### src/motor_fault_defines.svh
// Offsets, field positions, reset values and timing figures of the fault control registers
`ifndef MOTOR_FAULT_DEFINES_SVH
`define MOTOR_FAULT_DEFINES_SVH

// ==========================================================
// Register offsets
`define ADDR_W                8
`define ADDR_FAULT_STATUS     8'h00
`define ADDR_DIAG_STATUS      8'h01
`define ADDR_FAULT_RESPONSE   8'h03
`define ADDR_LOCK_OUTPUT      8'h04
`define ADDR_DIAG_REGULATION  8'h05

// ==========================================================
// Fault response control fields
`define FRC_TRIP_REP          7
`define FRC_OT_RECOVERY       6
`define FRC_WARN_REP          5
`define FRC_PUMP_UV_DIS       4
`define FRC_RETRY_HI          3
`define FRC_RETRY_LO          2
`define FRC_OCP_HI            1
`define FRC_OCP_LO            0
`define FRC_RESET             8'h0C

// ==========================================================
// Lock and output control fields
`define LOC_FAULT_CLEAR       7
`define LOC_LOCK_HI           6
`define LOC_LOCK_LO           4
`define LOC_HB_ONE_OFF        3
`define LOC_HB_TWO_OFF        2
`define LOC_SOFT_A            1
`define LOC_SOFT_B            0
`define LOCK_KEY              3'h3
`define UNLOCK_KEY            3'h4
`define LOC_LOW_RESET         4'h0

// ==========================================================
// Diagnostic and regulation control fields
`define DRC_RSVD              7
`define DRC_OL_RUN            6
`define DRC_OL_DELAY          5
`define DRC_OL_ACTIVE         4
`define DRC_LEVEL_HI          3
`define DRC_LEVEL_LO          2
`define DRC_REG_OFF_HI        1
`define DRC_REG_OFF_LO        0
`define DRC_RESET             8'h08

// ==========================================================
// Timing
`define CLK_MHZ               200
`define OL_DELAY_SHORT_US     300
`define OL_DELAY_LONG_US      1200
`define RETRY_BASE_US         500
`define TIMER_W               20

`endif

### src/motor_fault_pkg.sv
// Types shared by the motor driver fault control logic
package motor_fault_pkg;

   // ==========================================================
   // Bridge input modes
   typedef enum logic [1:0] {
      MODE_PHASE_ENABLE,
      MODE_PWM,
      MODE_HALF_BRIDGE,
      MODE_INPUTS_OFF
   } bridge_mode_t;

   // ==========================================================
   // Overcurrent responses
   typedef enum logic [1:0] {
      OCP_LATCHED,
      OCP_RETRY,
      OCP_REPORT_ONLY,
      OCP_IGNORED
   } ocp_response_t;

endpackage

### src/input_sync.sv
// Two-stage synchroniser for a vector of asynchronous inputs
`timescale 1ns/1ps

module input_sync #(
   parameter int unsigned WIDTH = 1
) (
   // Clock and reset
   input  wire logic             clk,
   input  wire logic             rst_n,
   // Data
   input  wire logic [WIDTH-1:0] async_in,
   output logic      [WIDTH-1:0] sync_out
);

   logic [WIDTH-1:0] meta_q;

   always_ff @(posedge clk) begin
      if (!rst_n) begin
         meta_q   <= '0;
         sync_out <= '0;
      end else begin
         meta_q   <= async_in;
         sync_out <= meta_q;
      end
   end

endmodule

### src/fault_timer.sv
// One-shot down counter that pulses done when a loaded wait runs out
`timescale 1ns/1ps

module fault_timer #(
   parameter int unsigned WIDTH = 20
) (
   // Clock and reset
   input  wire logic             clk,
   input  wire logic             rst_n,
   // Control
   input  wire logic             load,
   input  wire logic [WIDTH-1:0] load_value,
   // Status
   output logic                  busy,
   output logic                  done
);

   logic [WIDTH-1:0] count_q;

   always_ff @(posedge clk) begin
      if (!rst_n) begin
         count_q <= '0;
         busy    <= 1'b0;
         done    <= 1'b0;
      end else if (load) begin
         count_q <= load_value;
         busy    <= 1'b1;
         done    <= 1'b0;
      end else if (busy && count_q <= {{(WIDTH-1){1'b0}}, 1'b1}) begin
         count_q <= '0;
         busy    <= 1'b0;
         done    <= 1'b1;
      end else begin
         count_q <= busy ? count_q - {{(WIDTH-1){1'b0}}, 1'b1} : count_q;
         done    <= 1'b0;
      end
   end

endmodule

### src/motor_driver_fault_control_regs.sv
// Fault response, lock, output and diagnostic control registers of an H-bridge driver
// Function
// - Trip report bit routes regulation trips onto fault output and global flag.
// - Overtemperature bit selects latched shutdown or automatic recovery.
// - Warning report bit routes overtemperature warning onto fault output and flag.
// - Pump undervoltage disable bit makes charge pump undervoltage ignored.
// - Retry field picks overcurrent retry wait of 0.5, 1, 2 or 4 ms.
// - Overcurrent field picks latched, retrying, report only or ignored.
// - Writing one to fault clear clears latched faults; bit self-clears.
// - Lock key 011b freezes settings; 100b unlocks; lock and clear stay writable.
// - Half-bridge off bits act only in independent half-bridge mode.
// - Software input bits replace input pins while software drive selected.
// - Writing one starts standby open-load test; bit clears when test ends.
// - Open-load delay bit selects 300 us or 1.2 ms.
// - Active open-load enable turns open-load checks on during operation.
// - Level field picks trip current; disable field turns regulation off per output.
// - Soft-drive select routes outputs from pins or software bits.
// - Bridge mode code 10b is independent half-bridge; 11b is high impedance.
// - Global fault status bit mirrors the fault output pin.
`timescale 1ns/1ps
`include "motor_fault_defines.svh"

module motor_driver_fault_control_regs #(
   parameter int unsigned TIMER_W           = `TIMER_W,
   parameter int unsigned RETRY_BASE_CYCLES = `RETRY_BASE_US * `CLK_MHZ,
   parameter int unsigned OL_SHORT_CYCLES   = `OL_DELAY_SHORT_US * `CLK_MHZ,
   parameter int unsigned OL_LONG_CYCLES    = `OL_DELAY_LONG_US * `CLK_MHZ
) (
   // Clock and reset
   input  wire logic                          clk,
   input  wire logic                          rst_n,
   // Register access
   input  wire logic                          reg_wr_en,
   input  wire logic                          reg_rd_en,
   input  wire logic [`ADDR_W-1:0]            reg_addr,
   input  wire logic [7:0]                    reg_wdata,
   output logic      [7:0]                    reg_rdata,
   // Settings from the first control register
   input  wire logic                          soft_drive_select,
   input  wire motor_fault_pkg::bridge_mode_t bridge_mode,
   input  wire logic                          standby_mode,
   // Asynchronous inputs from pins and analog sensors
   input  wire logic                          in_pin_a,
   input  wire logic                          in_pin_b,
   input  wire logic [1:0]                    current_trip_event,
   input  wire logic                          temperature_warning,
   input  wire logic                          overtemp_detect,
   input  wire logic                          pump_undervoltage,
   input  wire logic                          supply_undervoltage,
   input  wire logic                          overcurrent_detect,
   input  wire logic [1:0]                    open_load_detect,
   // Fault pin
   output logic                               fault_out_n,
   // Half-bridge drive
   output logic                               output_one,
   output logic                               output_two,
   output logic                               output_one_en,
   output logic                               output_two_en,
   // Analog settings and status
   output logic [1:0]                         regulation_level,
   output logic [1:0]                         regulation_disable,
   output logic                               openload_test_busy,
   output logic                               settings_locked
);

   import motor_fault_pkg::*;

   // ==========================================================
   // Input synchronisation
   localparam int unsigned SYNC_W = 11;

   logic [SYNC_W-1:0] raw_in;
   logic [SYNC_W-1:0] sync_in;
   logic              pin_a_s;
   logic              pin_b_s;
   logic [1:0]        trip_s;
   logic              warn_s;
   logic              ot_s;
   logic              pump_uv_s;
   logic              supply_uv_s;
   logic              ocp_s;
   logic [1:0]        ol_s;

   assign raw_in = {in_pin_a, in_pin_b, current_trip_event, temperature_warning,
                    overtemp_detect, pump_undervoltage, supply_undervoltage,
                    overcurrent_detect, open_load_detect};
   assign {pin_a_s, pin_b_s, trip_s, warn_s, ot_s, pump_uv_s, supply_uv_s,
           ocp_s, ol_s} = sync_in;

   input_sync #(
      .WIDTH    (SYNC_W)
   ) u_sync (
      .clk      (clk),
      .rst_n    (rst_n),
      .async_in (raw_in),
      .sync_out (sync_in)
   );

   // ==========================================================
   // Write decode
   function automatic logic hit(input logic [`ADDR_W-1:0] addr,
                                input logic [`ADDR_W-1:0] target);
      hit = (addr == target);
   endfunction

   logic wr_frc;
   logic wr_loc;
   logic wr_drc;
   logic locked;

   assign wr_frc = reg_wr_en && hit(reg_addr, `ADDR_FAULT_RESPONSE);
   assign wr_loc = reg_wr_en && hit(reg_addr, `ADDR_LOCK_OUTPUT);
   assign wr_drc = reg_wr_en && hit(reg_addr, `ADDR_DIAG_REGULATION);

   // ==========================================================
   // Lock field and fault clear pulse
   logic [2:0] lock_field_q;
   logic       fault_clear_q;

   always_ff @(posedge clk) begin
      if (!rst_n) begin
         lock_field_q <= `UNLOCK_KEY;
      end else if (wr_loc && (reg_wdata[`LOC_LOCK_HI:`LOC_LOCK_LO] == `LOCK_KEY ||
                              reg_wdata[`LOC_LOCK_HI:`LOC_LOCK_LO] == `UNLOCK_KEY)) begin
         lock_field_q <= reg_wdata[`LOC_LOCK_HI:`LOC_LOCK_LO];
      end
   end

   assign locked = (lock_field_q == `LOCK_KEY);

   always_ff @(posedge clk) begin
      if (!rst_n) begin
         fault_clear_q <= 1'b0;
      end else begin
         fault_clear_q <= wr_loc && reg_wdata[`LOC_FAULT_CLEAR];
      end
   end

   always_ff @(posedge clk) begin
      if (!rst_n) begin
         settings_locked <= 1'b0;
      end else begin
         settings_locked <= locked;
      end
   end

   // ==========================================================
   // Control registers
   logic [7:0] frc_q;
   logic [3:0] loc_low_q;
   logic [7:0] drc_q;

   always_ff @(posedge clk) begin
      if (!rst_n) begin
         frc_q <= `FRC_RESET;
      end else if (wr_frc && !locked) begin
         frc_q <= reg_wdata;
      end
   end

   always_ff @(posedge clk) begin
      if (!rst_n) begin
         loc_low_q <= `LOC_LOW_RESET;
      end else if (wr_loc && !locked) begin
         loc_low_q <= reg_wdata[3:0];
      end
   end

   always_ff @(posedge clk) begin
      if (!rst_n) begin
         drc_q <= `DRC_RESET;
      end else if (wr_drc && !locked) begin
         drc_q <= {reg_wdata[`DRC_RSVD], 1'b0, reg_wdata[`DRC_OL_DELAY:0]};
      end
   end

   always_ff @(posedge clk) begin
      if (!rst_n) begin
         regulation_level   <= 2'(`DRC_RESET >> `DRC_LEVEL_LO);
         regulation_disable <= 2'h0;
      end else begin
         regulation_level   <= drc_q[`DRC_LEVEL_HI:`DRC_LEVEL_LO];
         regulation_disable <= drc_q[`DRC_REG_OFF_HI:`DRC_REG_OFF_LO];
      end
   end

   // ==========================================================
   // Standby open-load test
   logic               ol_run_q;
   logic               ol_start;
   logic               ol_done;
   logic [TIMER_W-1:0] ol_wait;

   assign ol_start = wr_drc && !locked && reg_wdata[`DRC_OL_RUN] && standby_mode && !ol_run_q;
   // Delay taken from the starting write itself
   assign ol_wait  = reg_wdata[`DRC_OL_DELAY] ? TIMER_W'(OL_LONG_CYCLES)
                                              : TIMER_W'(OL_SHORT_CYCLES);

   fault_timer #(
      .WIDTH      (TIMER_W)
   ) u_ol_timer (
      .clk        (clk),
      .rst_n      (rst_n),
      .load       (ol_start),
      .load_value (ol_wait),
      .busy       (),
      .done       (ol_done)
   );

   always_ff @(posedge clk) begin
      if (!rst_n) begin
         ol_run_q <= 1'b0;
      end else if (ol_start) begin
         ol_run_q <= 1'b1;
      end else if (ol_done) begin
         ol_run_q <= 1'b0;
      end
   end

   always_ff @(posedge clk) begin
      if (!rst_n) begin
         openload_test_busy <= 1'b0;
      end else begin
         openload_test_busy <= ol_start || (ol_run_q && !ol_done);
      end
   end

   // ==========================================================
   // Fault detection and latching
   ocp_response_t overcurrent_response;
   logic          ocp_prev_q;
   logic          ocp_rise;
   logic          retry_done;
   logic [TIMER_W-1:0] retry_wait;
   logic          ocp_stat_q;
   logic          ocp_hold_q;
   logic          tsd_q;
   logic          uvlo_q;
   logic          cpuv_q;
   logic          otw_q;
   logic [1:0]    ol_flag_q;
   logic [1:0]    ol_seen;
   logic [1:0]    trip_eff;
   logic          pump_fault;
   logic          fault_any;

   assign overcurrent_response   = ocp_response_t'(frc_q[`FRC_OCP_HI:`FRC_OCP_LO]);
   assign ocp_rise   = ocp_s && !ocp_prev_q;
   assign retry_wait = TIMER_W'(RETRY_BASE_CYCLES) << frc_q[`FRC_RETRY_HI:`FRC_RETRY_LO];
   assign pump_fault = pump_uv_s && !frc_q[`FRC_PUMP_UV_DIS];
   assign trip_eff   = trip_s & ~drc_q[`DRC_REG_OFF_HI:`DRC_REG_OFF_LO];
   assign ol_seen    = ol_s & {2{ol_done || (drc_q[`DRC_OL_ACTIVE] && !standby_mode)}};

   fault_timer #(
      .WIDTH      (TIMER_W)
   ) u_retry_timer (
      .clk        (clk),
      .rst_n      (rst_n),
      .load       (ocp_rise && overcurrent_response == OCP_RETRY),
      .load_value (retry_wait),
      .busy       (),
      .done       (retry_done)
   );

   always_ff @(posedge clk) begin
      if (!rst_n) begin
         ocp_prev_q <= 1'b0;
         ocp_stat_q <= 1'b0;
      end else begin
         ocp_prev_q <= ocp_s;
         ocp_stat_q <= (ocp_rise && overcurrent_response != OCP_IGNORED) ||
                       (ocp_stat_q && !fault_clear_q);
      end
   end

   always_ff @(posedge clk) begin
      if (!rst_n) begin
         ocp_hold_q <= 1'b0;
      end else begin
         unique case (overcurrent_response)
            OCP_LATCHED: begin
               ocp_hold_q <= ocp_rise || (ocp_hold_q && !fault_clear_q);
            end
            OCP_RETRY: begin
               ocp_hold_q <= ocp_rise || (ocp_hold_q && !retry_done);
            end
            OCP_REPORT_ONLY, OCP_IGNORED: begin
               ocp_hold_q <= 1'b0;
            end
         endcase
      end
   end

   always_ff @(posedge clk) begin
      if (!rst_n) begin
         tsd_q <= 1'b0;
      end else if (frc_q[`FRC_OT_RECOVERY]) begin
         tsd_q <= ot_s;
      end else begin
         tsd_q <= ot_s || (tsd_q && !fault_clear_q);
      end
   end

   always_ff @(posedge clk) begin
      if (!rst_n) begin
         uvlo_q    <= 1'b0;
         cpuv_q    <= 1'b0;
         otw_q     <= 1'b0;
         ol_flag_q <= 2'h0;
      end else begin
         uvlo_q    <= supply_uv_s || (uvlo_q && !fault_clear_q);
         cpuv_q    <= pump_fault || (cpuv_q && !fault_clear_q);
         otw_q     <= warn_s || (otw_q && !fault_clear_q);
         ol_flag_q <= ol_seen | (ol_flag_q & {2{!fault_clear_q}});
      end
   end

   assign fault_any = tsd_q || uvlo_q || (cpuv_q && !frc_q[`FRC_PUMP_UV_DIS]) || ocp_stat_q ||
                      (|ol_flag_q) ||
                      (otw_q && frc_q[`FRC_WARN_REP]) ||
                      ((|trip_eff) && frc_q[`FRC_TRIP_REP]);

   always_ff @(posedge clk) begin
      if (!rst_n) begin
         fault_out_n <= 1'b1;
      end else begin
         fault_out_n <= !fault_any;
      end
   end

   // ==========================================================
   // Half-bridge drive
   logic drive_a;
   logic drive_b;
   logic drive_block;
   logic one_d;
   logic two_d;
   logic one_en_d;
   logic two_en_d;

   assign drive_a     = soft_drive_select ? loc_low_q[`LOC_SOFT_A] : pin_a_s;
   assign drive_b     = soft_drive_select ? loc_low_q[`LOC_SOFT_B] : pin_b_s;
   assign drive_block = tsd_q || supply_uv_s || pump_fault || ocp_hold_q;

   always_comb begin
      one_d    = 1'b0;
      two_d    = 1'b0;
      one_en_d = 1'b0;
      two_en_d = 1'b0;
      unique case (bridge_mode)
         MODE_PHASE_ENABLE: begin
            one_d    = drive_a && drive_b;
            two_d    = drive_a && !drive_b;
            one_en_d = 1'b1;
            two_en_d = 1'b1;
         end
         MODE_PWM: begin
            one_d    = drive_a;
            two_d    = drive_b;
            one_en_d = 1'b1;
            two_en_d = 1'b1;
         end
         MODE_HALF_BRIDGE: begin
            one_d    = drive_a;
            two_d    = drive_b;
            one_en_d = !loc_low_q[`LOC_HB_ONE_OFF];
            two_en_d = !loc_low_q[`LOC_HB_TWO_OFF];
         end
         MODE_INPUTS_OFF: begin
            one_en_d = 1'b0;
            two_en_d = 1'b0;
         end
      endcase
   end

   always_ff @(posedge clk) begin
      if (!rst_n) begin
         output_one    <= 1'b0;
         output_two    <= 1'b0;
         output_one_en <= 1'b0;
         output_two_en <= 1'b0;
      end else begin
         output_one    <= one_d;
         output_two    <= two_d;
         output_one_en <= one_en_d && !drive_block;
         output_two_en <= two_en_d && !drive_block;
      end
   end

   // ==========================================================
   // Read port
   logic [7:0] rd_mux;

   always_comb begin
      rd_mux = 8'h00;
      if (hit(reg_addr, `ADDR_FAULT_STATUS)) begin
         rd_mux = {1'b0, !fault_out_n, otw_q, uvlo_q, cpuv_q, ocp_stat_q, tsd_q,
                   |ol_flag_q};
      end else if (hit(reg_addr, `ADDR_DIAG_STATUS)) begin
         rd_mux = {ol_flag_q, trip_eff[0], trip_eff[1], 4'h0};
      end else if (hit(reg_addr, `ADDR_FAULT_RESPONSE)) begin
         rd_mux = frc_q;
      end else if (hit(reg_addr, `ADDR_LOCK_OUTPUT)) begin
         rd_mux = {1'b0, lock_field_q, loc_low_q};
      end else if (hit(reg_addr, `ADDR_DIAG_REGULATION)) begin
         rd_mux = {drc_q[`DRC_RSVD], ol_run_q, drc_q[`DRC_OL_DELAY:0]};
      end
   end

   always_ff @(posedge clk) begin
      if (!rst_n) begin
         reg_rdata <= 8'h00;
      end else if (reg_rd_en) begin
         reg_rdata <= rd_mux;
      end
   end

endmodule

### config.mk
export PLATFORM = sky130hd
export DESIGN_NAME = motor_driver_fault_control_regs
export DESIGN_NICKNAME = d
export VERILOG_FILES = /design/src/motor_fault_pkg.sv /design/src/input_sync.sv /design/src/fault_timer.sv /design/src/motor_driver_fault_control_regs.sv
export VERILOG_INCLUDE_DIRS = /design/src /design/src/src
export SDC_FILE = /design/constraint.sdc
export NUM_CORES = 1
export LEC_CHECK = 0
export BUFFER_PORTS_ARGS = -buffer_cell sky130_fd_sc_hd__clkbuf_2
export CAP_MARGIN = 20
export CORE_UTILIZATION = 30
export CTS_CLUSTER_DIAMETER = 200
export CTS_CLUSTER_SIZE = 12
export DETAILED_ROUTE_END_ITERATION = 16
export PLACE_DENSITY = 0.55
export SYNTH_ARGS = -nofsm -noshare
export SYNTH_HDL_FRONTEND = slang
export SYNTH_SLANG_ARGS = --single-unit
### constraint.sdc
create_clock -name clk -period 2.6 [get_ports clk]
set_input_delay 0.26 -clock clk [delete_from_list [all_inputs] [get_ports clk]]
set_output_delay 0.26 -clock clk [all_outputs]
set_load 0.03 [all_outputs]
==> metrics.txt <==
FF-to-FF Start=u_retry_timer.count_q[2]; worst-case setup slack after placement=0.348 ns; setup repair after global routing missed its margin=no; Worst Setup Slack, final=0.440 ns; leak pwr=2.59 nW; cell area after synthesis=5320 sq um; critical path fanouts, max=8; cell accounting for the most synthesized area=sky130_fd_sc_hd__dfxtp_1; source-to-sink clock delay at the later pin of the worst-skew pair=0.42 ns; fraction of the cycle the final worst path needs=83.1%; endpoint of the worst hold path=u_sync.meta_q[4]; commonest non-fill, non-tap cells in the layout=sky130_fd_sc_hd__dfxtp_1 (118), sky130_fd_sc_hd__nor2_1 (64), sky130_fd_sc_hd__clkbuf_2 (53); per-cell routed wire length=15.3 um; Hold WC Path Type=in -> reg; status=completed; drt via density=5.16; final-report hold violation count=0; hold-fix buffer count after cts=0; upper clock frequency limit=463 MHz; violation count after the first detailed-routing iteration=359; final standard cell count with taps included and fillers excluded=914; clock group share of total power=51.8%; I/O pin cnt=54; CTS root buffer=sky130_fd_sc_hd__clkbuf_16; post-synth top area share=44.4%; Max IR drop VDD=0.000588 V; overflow left after global routing=0; average instance area after synthesis=8.66 sq um; Max Cap Violations=0; required time of the worst setup path=2.89 ns; Fin Clk Skew=0.00820 ns; clock buffer count from CTS=17; fraction of final layout cells sized beyond drive strength 1=17.0%; Netlist cell types=59; Slew headroom=56.8%; fraction of registers with async set/reset=0%; number of setup violations in the final report=0; minimum clock period=2.16 ns; All-Layer GR Usage=16.2%; die outline area=18300 sq um; synthesis-stage register bit count=118; Placed Instances=882; buffers inserted by post-CTS timing repair=0; TritonCTS clock tree=yes; setup TNS=0 ns; width of the die=135 um; post-synth net total=661; H-tree Lvls=4; gate count of the mapped netlist=614; Pre-antenna DRT Iters=5; Final ANT Viol Nets=0; most common flop cell mapped by yosys=sky130_fd_sc_hd__dfxtp_1; core utilization of the finished layout=37.3%; initial antenna violation count=0; count of warnings emitted by yosys=0; Crit. End Element=flop; maximum number of pins on one net before global-route repair=37; via count of the routed design=4715; sw power=1.08 mW; NumNets Final=723; total clock sinks=118; detailed-route wire length=14.0 mm; worst reg2reg endpoint=u_retry_timer.count_q[8]; commonest non-fill, non-tap cell in the layout=sky130_fd_sc_hd__dfxtp_1; final instance area=6460 sq um; Placeable Area=17300 sq um; Combinational Power Share=5.3%; count of flip-flops with a built-in enable after synthesis=0; arrival time of the worst setup path=2.45 ns; launch point of the worst path=u_retry_timer.count_q[2]; Slew Viols, Final=0; HPWL Detailed=10.2 mm; post-CTS clock slew at the launch and capture registers of the worst setup and hold paths=0.06 ns; initial cell density of the core=30.7%; Cell Area, Placed=5890 sq um; count of buffers inserted at the top-level ports=53; Worst Min Path Start=pump_undervoltage; part of the total power dissipated in sequential elements=42.9%; internal reg-to-reg setup slack=0.44 ns; clk buf depth=2; via count of the first global-routing pass=4609; die span in y=135 um; synth-to-layout area growth=21.5%; total DRC errors in the routed layout=0; total internal power=3.26 mW; FF-to-FF path depth=5; std cell rows=48; transition at the pin with the smallest max-transition slack=0.648 ns; power after layout=4.34 mW; kind of launch point of the worst setup path=flop; critical path class=reg -> reg; cell area power density=672 nW/um^2; final RePlAce weighted congestion=0.859; ranking of synthesized cells by area=sky130_fd_sc_hd__dfxtp_1 (44%), sky130_fd_sc_hd__a21oi_1 (4.7%), sky130_fd_sc_hd__nor2_1 (4.5%); Antenna Diode Count=0; Seq/Total Area, Yosys=44.4%; number of gates given a new drive strength after cts=0; wire length of the first global-routing pass=23.0 mm; fraction of power spent switching nets=24.8%; Worst Hold Margin=0.0432 ns; Hold Crit Depth=2
==> final cells by class <==
class                           instances  area [sq um]
Tap cell                              225           282
Multi-Input combinational cell        450          2770
Clock buffer                           17           425
Inverter                               17          63.8
Clock inverter                         15           145
Sequential cell                       118          2360
Timing Repair Buffer                   72           408
Fill cell                            1793         10800
==> critical path, stage by stage, from the launching register on <==
cell and delay (ns):
sky130_fd_sc_hd__dfxtp_1 0.37, sky130_fd_sc_hd__or4_1 0.61, sky130_fd_sc_hd__nor4_2 0.39, sky130_fd_sc_hd__nand2_1 0.22, sky130_fd_sc_hd__nand3_1 0.30, sky130_fd_sc_hd__o22ai_1 0.14
==> Yosys cell counts, types with 11 or more instances <==
library cell / instances
sky130_fd_sc_hd__a21oi_1: 50
sky130_fd_sc_hd__and2_1: 28
sky130_fd_sc_hd__clkbuf_1: 19
sky130_fd_sc_hd__dfxtp_1: 118
sky130_fd_sc_hd__ha_1: 12
sky130_fd_sc_hd__inv_1: 16
sky130_fd_sc_hd__mux2i_1: 19
sky130_fd_sc_hd__nand2_1: 49
sky130_fd_sc_hd__nand3_1: 13
sky130_fd_sc_hd__nor2_1: 64
sky130_fd_sc_hd__nor2b_1: 11
sky130_fd_sc_hd__nor3_1: 24
sky130_fd_sc_hd__nor4_1: 11
sky130_fd_sc_hd__o21ai_0: 24
sky130_fd_sc_hd__o22ai_1: 11
sky130_fd_sc_hd__or3_1: 12
sky130_fd_sc_hd__xnor2_1: 13
==> logic make-up (layout without fill, tap and decap cells) <==
kind of cell,Yosys count,count (layout),synth area share [%]
and+or+nand+nor,255,255,25.0
AOI/OAI and AO/OA,146,146,17.4
DFF,118,118,44.4
buffers and inverters,46,121,3.44
muxes,21,21,4.21
xor gates and xnor gates,16,16,2.64
adders and majority gates,12,12,2.82
==> per-layer routing <==
| metal | track usage [%] | vias to the layer above | share of wire (%) |
|---|---|---|---|
| met3 | 4.49 | 22 | 4.1 |
| met4 | 6.74 | 0 | 1.7 |
| li1 | - | 2352 | - |
| met5 | 0 | - | 0 |
| met1 | 20.5 | 2236 | 46 |
| met2 | 26.0 | 105 | 48 |
==> how the worst max path moves through the flow <==
stage	slack (ns)	cells past startpoint	endpoint
floorplan	0.55	8	u_ol_timer.count_q[8]
global placement	0.44	6	u_ol_timer.count_q[5]
detailed placement	0.35	6	u_ol_timer.count_q[5]
CTS	0.45	5	u_retry_timer.count_q[15]
global route	0.24	7	u_retry_timer.count_q[2]
finish	0.44	5	u_retry_timer.count_q[8]
==> registers in the layout, indices dropped and copies added, names as in the netlist, 2 cells and up <==
register and flops:
drc_q 7, lock_field_q 3, frc_q 8, regulation_disable 2
ol_flag_q 2, u_sync.meta_q 11, u_ol_timer.count_q 20, reg_rdata 8
loc_low_q 4, u_sync.sync_out 11, u_retry_timer.count_q 20, regulation_level 2
==> power groups by stage <==
stage / registers, mW / logic [mW] / clock network [mW]
4_1_cts: 1.86 / 0.232 / 2.29
3_3_place_gp: 1.90 / 0.225 / 0
2_1_floorplan: 1.91 / 0.120 / 0
3_5_place_dp: 1.90 / 0.231 / 0
5_1_grt: 1.86 / 0.255 / 2.40
6_report: 1.86 / 0.232 / 2.25
No activity file was read; power rests on OpenSTA's default activity.
